## src/ofd_pkg.sv

```systemverilog
// package: operand formats and field constants of the operand-field decoder
package ofd_pkg;
    // ************************************************************
    // operand formats, chosen by the opcode decoder upstream
    // ************************************************************
    typedef enum logic [3:0] {
        FMT_REG_REG,   // two 8-bit register fields, source byte first
        FMT_JUMP,      // signed relative displacement byte
        FMT_ABS,       // 16-bit absolute target, high byte first
        FMT_IMM,       // one immediate data byte
        FMT_VEC,       // trap vector byte
        FMT_LONG,      // 12-bit register address in two bytes
        FMT_BIT,       // bit index and polarity in one byte
        FMT_IDX,       // register field then signed index byte
        FMT_PAIR,      // register pair, direct or indirect
        FMT_WPAIR,     // working register pair, direct or indirect
        FMT_IND        // indirect register
    } ofd_fmt_t;

    // ************************************************************
    // field constants
    // ************************************************************
    localparam logic [7:0]  ADD_OPCODE   = 8'h04;
    localparam logic [3:0]  ESC_NIBBLE   = 4'hE;
    localparam int          BIT_IDX_LSB  = 4;
    localparam int          BIT_IDX_W    = 3;
    localparam int          POL_POS      = 0;
    localparam int          REG_ADDR_W   = 12;
    localparam logic [15:0] PC_RESET     = 16'h0000;
    localparam logic [7:0]  PTR_RESET    = 8'h00;
endpackage : ofd_pkg

```

## src/ofd_decoder.sv

```systemverilog
// module: operand-field decoder collecting operand bytes after an opcode
`timescale 1ns/1ps
`default_nettype none
module ofd_decoder (
    input  wire logic                   clk,
    input  wire logic                   nrst,
    input  wire logic                   ce,
    input  wire logic                   instr_start,
    input  wire ofd_pkg::ofd_fmt_t      instr_fmt,
    input  wire logic [7:0]             opcode,
    input  wire logic [15:0]            opcode_addr,
    input  wire logic                   byte_valid,
    input  wire logic [7:0]             byte_in,
    input  wire logic [7:0]             window_base_pointer,
    input  wire logic [7:0]             src_data,
    input  wire logic [7:0]             dst_data,
    output logic                        busy_reg,
    output logic                        dec_done_reg,
    output logic [11:0]                 src_addr_reg,
    output logic [11:0]                 dst_addr_reg,
    output logic [7:0]                  imm_val_reg,
    output logic [15:0]                 target_reg,
    output logic [7:0]                  vector_reg,
    output logic [2:0]                  bit_sel_reg,
    output logic                        polarity_reg,
    output logic                        pair_err_reg,
    output logic                        add_wr_en_reg,
    output logic [11:0]                 add_wr_addr_reg,
    output logic [7:0]                  add_wr_data_reg
);
    // ************************************************************
    // collection state
    // ************************************************************
    typedef enum logic {ST_IDLE, ST_COLLECT} ofd_state_t;

    ofd_state_t        state_reg;
    ofd_pkg::ofd_fmt_t fmt_reg;
    logic [7:0]        opc_reg;
    logic [15:0]       pc_reg;
    logic [7:0]        byte0_reg;
    logic              have0_reg;
    logic              is_add_reg;
    logic              two_bytes;
    logic              last_byte;
    logic [7:0]        first_b;
    logic [11:0]       first_addr;
    logic [11:0]       second_addr;
    logic              first_esc;
    logic              second_esc;
    logic [15:0]       next_pc;

    always_comb begin
        two_bytes = (fmt_reg == ofd_pkg::FMT_REG_REG) || (fmt_reg == ofd_pkg::FMT_ABS)
                 || (fmt_reg == ofd_pkg::FMT_LONG) || (fmt_reg == ofd_pkg::FMT_IDX);
    end

    assign last_byte = (state_reg == ST_COLLECT) && byte_valid && (have0_reg || !two_bytes);
    assign first_b   = have0_reg ? byte0_reg : byte_in;
    // next instruction starts after opcode plus operand bytes
    assign next_pc   = pc_reg + (two_bytes ? 16'h0003 : 16'h0002);

    ofd_work_reg_map u_first_map (
        .raw_field           (first_b),
        .window_base_pointer (window_base_pointer),
        .full_addr           (first_addr),
        .escaped             (first_esc)
    );

    ofd_work_reg_map u_second_map (
        .raw_field           (byte_in),
        .window_base_pointer (window_base_pointer),
        .full_addr           (second_addr),
        .escaped             (second_esc)
    );

    always_ff @(posedge clk or negedge nrst) begin
        if (!nrst) begin
            state_reg <= ST_IDLE;
            fmt_reg   <= ofd_pkg::FMT_REG_REG;
            opc_reg   <= 8'h00;
            pc_reg    <= ofd_pkg::PC_RESET;
            byte0_reg <= 8'h00;
            have0_reg <= 1'b0;
            busy_reg  <= 1'b0;
        end else if (ce) begin
            unique case (state_reg)
                ST_IDLE: begin
                    if (instr_start) begin
                        state_reg <= ST_COLLECT;
                        fmt_reg   <= instr_fmt;
                        opc_reg   <= opcode;
                        pc_reg    <= opcode_addr;
                        have0_reg <= 1'b0;
                        busy_reg  <= 1'b1;
                    end
                end
                ST_COLLECT: begin
                    if (last_byte) begin
                        state_reg <= ST_IDLE;
                        busy_reg  <= 1'b0;
                    end else if (byte_valid) begin
                        byte0_reg <= byte_in;
                        have0_reg <= 1'b1;
                    end
                end
            endcase
        end
    end

    // ************************************************************
    // field decode, registered on the last operand byte
    // ************************************************************
    always_ff @(posedge clk or negedge nrst) begin
        if (!nrst) begin
            dec_done_reg <= 1'b0;
            src_addr_reg <= 12'h000;
            dst_addr_reg <= 12'h000;
            imm_val_reg  <= 8'h00;
            target_reg   <= 16'h0000;
            vector_reg   <= 8'h00;
            bit_sel_reg  <= 3'h0;
            polarity_reg <= 1'b0;
            pair_err_reg <= 1'b0;
            is_add_reg   <= 1'b0;
        end else if (ce) begin
            dec_done_reg <= last_byte;
            is_add_reg   <= 1'b0;
            if (last_byte) begin
                pair_err_reg <= 1'b0;
                unique case (fmt_reg)
                    ofd_pkg::FMT_REG_REG: begin
                        src_addr_reg <= first_addr;
                        dst_addr_reg <= second_addr;
                        is_add_reg   <= (opc_reg == ofd_pkg::ADD_OPCODE);
                    end
                    ofd_pkg::FMT_JUMP: begin
                        target_reg <= next_pc + {{8{byte_in[7]}}, byte_in};
                    end
                    ofd_pkg::FMT_ABS: begin
                        target_reg <= {first_b, byte_in};
                    end
                    ofd_pkg::FMT_IMM: begin
                        imm_val_reg <= byte_in;
                    end
                    ofd_pkg::FMT_VEC: begin
                        vector_reg <= byte_in;
                    end
                    ofd_pkg::FMT_LONG: begin
                        dst_addr_reg <= {first_b[3:0], byte_in};
                    end
                    ofd_pkg::FMT_BIT: begin
                        bit_sel_reg  <= byte_in[ofd_pkg::BIT_IDX_LSB +: ofd_pkg::BIT_IDX_W];
                        polarity_reg <= byte_in[ofd_pkg::POL_POS];
                    end
                    ofd_pkg::FMT_IDX: begin
                        // index wraps inside the 12-bit register space
                        dst_addr_reg <= first_addr + {{4{byte_in[7]}}, byte_in};
                    end
                    ofd_pkg::FMT_PAIR, ofd_pkg::FMT_WPAIR: begin
                        dst_addr_reg <= second_addr;
                        pair_err_reg <= byte_in[0];
                    end
                    ofd_pkg::FMT_IND: begin
                        dst_addr_reg <= second_addr;
                    end
                endcase
            end
        end
    end

    // ************************************************************
    // add write-back, one cycle after decode
    // ************************************************************
    // operand values must be presented while dec_done_reg is high
    always_ff @(posedge clk or negedge nrst) begin
        if (!nrst) begin
            add_wr_en_reg   <= 1'b0;
            add_wr_addr_reg <= 12'h000;
            add_wr_data_reg <= 8'h00;
        end else if (ce) begin
            add_wr_en_reg <= dec_done_reg && is_add_reg;
            if (dec_done_reg && is_add_reg) begin
                add_wr_addr_reg <= dst_addr_reg;
                add_wr_data_reg <= src_data + dst_data;
            end
        end
    end
endmodule : ofd_decoder
`default_nettype wire

```

## src/ofd_work_reg_map.sv

```systemverilog
// module: maps an 8-bit register field onto the 12-bit register space
`timescale 1ns/1ps
`default_nettype none
module ofd_work_reg_map (
    input  wire logic [7:0]  raw_field,
    input  wire logic [7:0]  window_base_pointer,
    output logic      [11:0] full_addr,
    output logic             escaped
);
    // escaped field: pointer supplies the upper bits, field the 4-bit index
    always_comb begin
        escaped = (raw_field[7:4] == ofd_pkg::ESC_NIBBLE);
        if (escaped) begin
            full_addr = {window_base_pointer[3:0], window_base_pointer[7:4],
                         raw_field[3:0]};
        end else begin
            full_addr = {4'h0, raw_field};
        end
    end
endmodule : ofd_work_reg_map
`default_nettype wire

```

## config.mk

```make
export PLATFORM = sky130hd
export DESIGN_NAME = ofd_decoder
export DESIGN_NICKNAME = d
export VERILOG_FILES = /design/src/ofd_pkg.sv /design/src/ofd_decoder.sv /design/src/ofd_work_reg_map.sv
export SDC_FILE = /design/constraint.sdc
export NUM_CORES = 1
export LEC_CHECK = 0
export BUFFER_PORTS_ARGS = -buffer_cell sky130_fd_sc_hd__buf_2
export CELL_PAD_IN_SITES_DETAIL_PLACEMENT = 0
export CELL_PAD_IN_SITES_GLOBAL_PLACEMENT = 2
export CORE_MARGIN = 8
export CORE_UTILIZATION = 37
export DETAILED_ROUTE_END_ITERATION = 8
export GPL_TIMING_DRIVEN = 1
export PLACE_DENSITY = 0.83
export SLEW_MARGIN = 20
export SYNTH_ARGS = -nofsm -noshare
export SYNTH_HDL_FRONTEND = slang
export SYNTH_SLANG_ARGS = --single-unit
export TNS_END_PERCENT = 20
```

## constraint.sdc

```tcl
create_clock -name clk -period 9.4 [get_ports clk]
set_input_delay 0 -clock clk [delete_from_list [all_inputs] [get_ports clk]]
set_output_delay 0 -clock clk [all_outputs]
set_load 0.005 [all_outputs]
```

== Yosys cells after proc, flatten, opt, wreduce, memory -nomap -nowiden ==
Index checks and enable logic that the tools add are counted.
Widths: inputs -> output; s select.
Storage, ports and cells
  output and inout port bits: 84
  bits of input ports: 65
  bits in registers: 123
Cells by class
  add/sub/neg operators: 4
  muxes and demuxes: 19
  bitwise gates (word level): 2
  equality and inequality tests: 17
  reductions and logical operators: 25
Operators with widths (number)
  $pmux 12 s3: 1
  $pmux 16 s2: 1
  $mux 12: 2
  $reduce_and 3->1: 8
  $eq 4x4->1 const B: 5
  $add 16x16->16: 1
  $add 16x2->16: 1
  $eq 4x3->1 const B: 4
  $add 12x12->12: 1
  $mux 1: 11
  $add 8x8->8: 1
  $eq 4x2->1 const B: 2
  $eq 8x3->1 const B: 1
  $mux 8: 1
  $reduce_and 4->1: 2
  $ne 2x2->1 const B: 3
  $pmux 1 s2: 3
  $eq 4x1->1 const B: 1
  $logic_not 4->1: 1
  $logic_or 1x1->1: 4
  $reduce_and 2->1: 2
  $reduce_or 4->1: 1
  $logic_and 1x1->1: 3
  $reduce_bool 3->1: 1
  other kinds (5): 6

== Depth between registers and ports, before layout ==
  depth after elaboration: 9
  mapped depth: 15

== Hierarchy ==
A second synthesis with hierarchy kept.
Unflattened totals
  cells, all modules: 645
  area total of the unflattened synthesis: 6977.9 µm²
By module, submodules not included
  ofd_decoder: cells each 613, area an instance 6727.7 µm², sequential area each 3078.0 µm², times used 1
  ofd_work_reg_map: cells each 16, area an instance 125.1 µm², sequential area each 0.0 µm², times used 2

== Least setup slack after synthesis ==
No wires, ideal clock.
  kind: flip-flop to flip-flop
  start: register fmt_reg[0]
  end: register target_reg[11]
  stages on the path, launching flop included: 16
  library setup time: 95 ps
  path buffers: 1
  required time: 9305 ps
  arrival: 2915 ps
  setup slack: 6389 ps
  cell sequence: dfrtp_1 buf_2 xnor2_1 nand2_1 fa_1 inv_1 ha_1 inv_1 fa_1 nor2b_1 o21ai_1 a21oi_1 o2111ai_1 a21boi_0 nor3_1 o31ai_1
Between the ends
  cells in the longest elaborated chain, start to end: 8
  elaborated cells on any way between the ends: 17
Ends and longest elaborated chain
  from (decl): line ofd_decoder.sv:37  | ofd_pkg::ofd_fmt_t fmt_reg;
  from (signal assigned): line ofd_decoder.sv:79  | fmt_reg <= ofd_pkg::FMT_REG_REG;
  from (signal assigned): line ofd_decoder.sv:90  | fmt_reg <= instr_fmt;
  $eq 4x2->1 / $logic_not 4->1 (equally long branches): line ofd_decoder.sv:53, ofd_decoder.sv:130
  $logic_or 1x1->1: line ofd_decoder.sv:53  | two_bytes = (fmt_reg == ofd_pkg::FMT_REG_REG) || (fmt_reg == ofd_pkg::FMT_ABS)
  $logic_or 1x1->1 (2 in a row): line ofd_decoder.sv:54  | || (fmt_reg == ofd_pkg::FMT_LONG) || (fmt_reg == ofd_pkg::FMT_IDX);
  $mux 1 / $logic_not 1->1 (equally long branches): line ofd_decoder.sv:60, ofd_decoder.sv:57
  $add 16x2->16 / $logic_or 1x1->1 (equally long branches): line ofd_decoder.sv:60, ofd_decoder.sv:57
  $add 16x16->16 / $logic_and 1x1->1 (equally long branches): line ofd_decoder.sv:137, ofd_decoder.sv:57
  $pmux 16 s2 / $reduce_and 3->1 (equally long branches)
  to (signal assigned): line ofd_decoder.sv:137  | target_reg <= next_pc + {{8{byte_in[7]}}, byte_in};
  to (signal assigned): line ofd_decoder.sv:140  | target_reg <= {first_b, byte_in};
  to (decl): line ofd_decoder.sv:22  | output logic [15:0] target_reg,
Parallel ways exist; a longest one is shown, timed or not.
A chain may end at the register's enable or synchronous reset.

== Final worst setup path ==
  start: register have0_reg
  end: register dst_addr_reg[11]
Between the ends
  cells in the longest elaborated chain, start to end: 5
  elaborated cells on any way between the ends: 8
Ends and longest elaborated chain
  from (decl): line ofd_decoder.sv:41  | logic have0_reg;
  from (signal assigned): line ofd_decoder.sv:83  | have0_reg <= 1'b0;
  from (signal assigned): line ofd_decoder.sv:93  | have0_reg <= 1'b0;
  from (signal assigned): line ofd_decoder.sv:103  | have0_reg <= 1'b1;
  $mux 8 (*): line ofd_decoder.sv:58  | assign first_b = have0_reg ? byte0_reg : byte_in;
  $eq 4x4->1: line ofd_work_reg_map.sv:12  | escaped = (raw_field[7:4] == ofd_pkg::ESC_NIBBLE);
  $mux 12 (*): line ofd_work_reg_map.sv:13  | if (escaped) begin
  named net first_addr[6]: line ofd_decoder.sv:46  | logic [11:0] first_addr;
  $add 12x12->12 (*): line ofd_decoder.sv:157  | dst_addr_reg <= first_addr + {{4{byte_in[7]}}, byte_in};
  $pmux 12 s3 (*): line ofd_decoder.sv:130  | unique case (fmt_reg)
  to (signal assigned): line ofd_decoder.sv:133  | dst_addr_reg <= second_addr;
  to (signal assigned): line ofd_decoder.sv:157
  to (signal assigned): line ofd_decoder.sv:160  | dst_addr_reg <= second_addr;
  to (decl): line ofd_decoder.sv:20  | output logic [11:0] dst_addr_reg,
Mark *: on every way through the listed nets, which the timed path passes. The rest lies on a longest branch.

==> impl_results.md <==
* CP Launch Point: have0_reg$_DFFE_PN0P_
* Post-synth top flop: dfrtp_1
* Synth Register Bits at about 120
* Die area at 23200 um2
* Proportion of layout cells with a drive suffix above 1 at 0.306
* Synth cell types at 57
* WL/cell at approximately 17 um
* Sequential area share after synthesis at 0.447
* Leakage at 4.36 nW
* Input/output buffers at 148
* Post-route ant nets at 0
* Crit path time final at 3.40 ns
* Max-slew violations at 0
* Worst VDD drop at approximately 0.14 mV
* RSZ-0062 raised after global routing: no
* Sink Count at between 100 and 150
* Sw Ratio at 0.360
* Startpoint class of the critical path: flop
* Final WL at 19200 um
* CTS tree: built
* Vias in the first global route at roughly 5900
* Nets at 975
* Syn_nets at between 700 and 800
* Worst slew margin at 0.340
* Combinational share of power at 0.405
* Max Fclk at about 0.3 GHz
* Setup TNS at 0 ns
* Non-filler instance count after layout at ~1100
* Actual transition at the worst max-transition pin at 0.987 ns
* Final Setup Violations at 0
* Clock Path Buffers at 2
* Grt ovf at 0
* Worst reg2reg path startpoint: have0_reg$_DFFE_PN0P_
* Resized Gates After CTS at 0
* Hold_sp: dst_data[1]
* Post-synth EDFFs at 0
* CP Class: flop to flop
* IO Count at 149
* Fraction of registers with async set/reset at 1.00
* Drt first-iter violations at 245
* Number of core rows at 50
* Synth top area share at 0.447
* CP Max Fanout at 17
* Largest area contributor in the netlist: dfrtp_1
* Via/cell ratio at slightly above 5
* Placed Instances at slightly above 1000
* First-pass DRT Iterations at 4
* Critical Path AT at 3.74 ns
* Clk network pwr share at 0.270
* Hold crit path type: input port to flop
* Status: complete, no violations
* Starting Density at 0.372
* Critical path required time at ~9.7 ns
* # diodes at 0
* Postcts setup bufs at 0
* Die width at 152 um
* Sequential Power Share at 0.325
* Avg Cell Area, Syn at 10.3 um2
* Worst-path clk slew at 0.05 ns
* Cts bufs inserted at 17
* DR DRC count at 0
* Max Cap Violations at 0
* Skew final at 0.00676 ns
* Area grow syn2layout at 30.2%
* First-pass GRT wire length at approximately 32000 um
* GPL Wtd Cong at 0.870
* Total number of vias at roughly 5600
* Gr usage total at 0.169
* Core box area at 18500 um2
* Warnings, synthesis at 0
* Psw at roughly 0.96 mW
* Worst Setup End Kind: flop
* Vert. Die Dim at 152 um
* Tot Pwr at roughly 2.7 mW
* Skew-Pair Late Insertion Delay at 0.41 ns
* Final Cycle Share at 0.362
* CTS Hold Buffers Added at 47
* Mapped Cells at 666
* DPL Wire Length at around 14000 um
* Largest cells by area after synthesis: dfrtp_1 45%, mux2_2 11%, ha_1 8.4%
* Initial antenna violation count at 0
* Pin count of the biggest net entering global routing at 79
* Fin util at 0.484
* Int Power at approximately 1.7 mW
* Final hold vios at 0
* H-tree depth at 4
* CTS root buf: clkbuf_16
* PwrDens at 297 nW/um2
* Mapped Area at 6890 um2
==> power by group through the flow <==
stage,Combinational (mW),Clock [mW],Sequential [mW]
2_1_floorplan,0.761,0,0.833
3_3_place_gp,1.06,0,0.868
3_5_place_dp,1.07,0,0.878
4_1_cts,1.09,0.740,0.868
5_1_grt,1.22,0.764,0.897
6_report,1.08,0.721,0.865
==> worst max-delay path, stage by stage (launching register included) <==
cell	delay [ns]
dfrtp_1	0.78
mux2i_1	0.31
nor4_4	0.57
a21oi_1	0.18
ha_1	0.39
a21o_1	0.20
nand3_1	0.08
nand2_1	0.09
o41ai_1	0.36
xnor2_1	0.16
nand2_1	0.06
a31oi_1	0.15
==> layout by cell type, fill, tap and decap left out, drive strengths merged, types with 7 or more instances in the layout <==
cell type    count
buf            152
dfrtp          123
mux2            71
nand2           66
o21ai           48
dlygate4sd3     47
ha              46
a21oi           45
nor2            43
inv             27
a31oi           19
clkbuf          17
xnor2           16
nor3            16
a21o            13
nand3           13
nor2b           12
nand2b           9
xor2             8
mux2i            7
==> cell usage after synthesis (4+ instances only) <==
| cell | count |
|---|---|
| nand2b_1 | 9 |
| nor2_1 | 42 |
| dfrtp_1 | 123 |
| a21o_1 | 13 |
| a31oi_1 | 19 |
| or3_1 | 5 |
| o21a_1 | 6 |
| ha_1 | 46 |
| xnor2_1 | 15 |
| nand3_1 | 11 |
| nor3_1 | 13 |
| o21ai_0 | 47 |
| inv_1 | 26 |
| clkbuf_1 | 10 |
| mux2i_1 | 7 |
| nand2_1 | 65 |
| buf_2 | 11 |
| o211ai_1 | 4 |
| fa_1 | 4 |
| a21oi_1 | 44 |
| xor2_1 | 8 |
| o41ai_1 | 5 |
| mux2_2 | 70 |
| and2_1 | 4 |
| nor2b_1 | 12 |
==> per-layer routing <==
metal | track usage | share of wire | up-vias
met1 | 0.207 | 0.45 | 2689
met3 | 0.0391 | 0.047 | 23
met5 | 0 | 0 | -
met2 | 0.289 | 0.49 | 143
li1 | - | - | 2776
met4 | 0.0561 | 0.018 | 0
==> worst paths after layout <==
check	to	slack (ns)	cells past startpoint
worst max-delay path	dst_addr_reg[11]$_DFFE_PN0P_	6.00	11
worst min-delay path	add_wr_data_reg[1]$_DFFE_PN0P_	0.04	4
worst max register to register	dst_addr_reg[11]$_DFFE_PN0P_	6.00	11
worst min register to register	add_wr_data_reg[1]$_DFFE_PN0P_	0.47	2
max in group asynchronous	opc_reg[0]$_DFFE_PN0P_	8.11	3
min in group asynchronous	add_wr_addr_reg[1]$_DFFE_PN0P_	0.13	2
==> cell type report <==
| class | count | area (um2) |
|---|---|---|
| clock buffer | 17 | 425 |
| clock inverter | 15 | 221 |
| fill | 1766 | 9550 |
| inverter | 26 | 97.6 |
| multi-input combinational | 493 | 3600 |
| sequential | 123 | 3080 |
| tap | 234 | 293 |
| timing repair buffer | 199 | 1250 |
==> cell families (layout without fill, tap and decap cells) <==
logic type	count (synthesis)	in the layout	share of synthesized area
buffers and inverters	50	257	0.0309
adders and majority gates	51	51	0.0966
DFF	123	123	0.447
muxes	78	78	0.127
xor gates and xnor gates	24	24	0.0316
AOI/OAI and AO/OA	158	158	0.137
and+or+nand+nor	182	182	0.130
==> metrics by stage <==
step	hold WS (ns)	cell area, um2	setup WS (ns)
after floorplan	-0.296	6890	6.39
after CTS	0.0160	8960	6.00
final	0.0393	8970	6.00
after global placement	0.0345	7840	6.12
after global routing	0.0468	8970	5.70
after detailed placement	0.0498	7840	6.03
(Power assumes the default switching activity.)
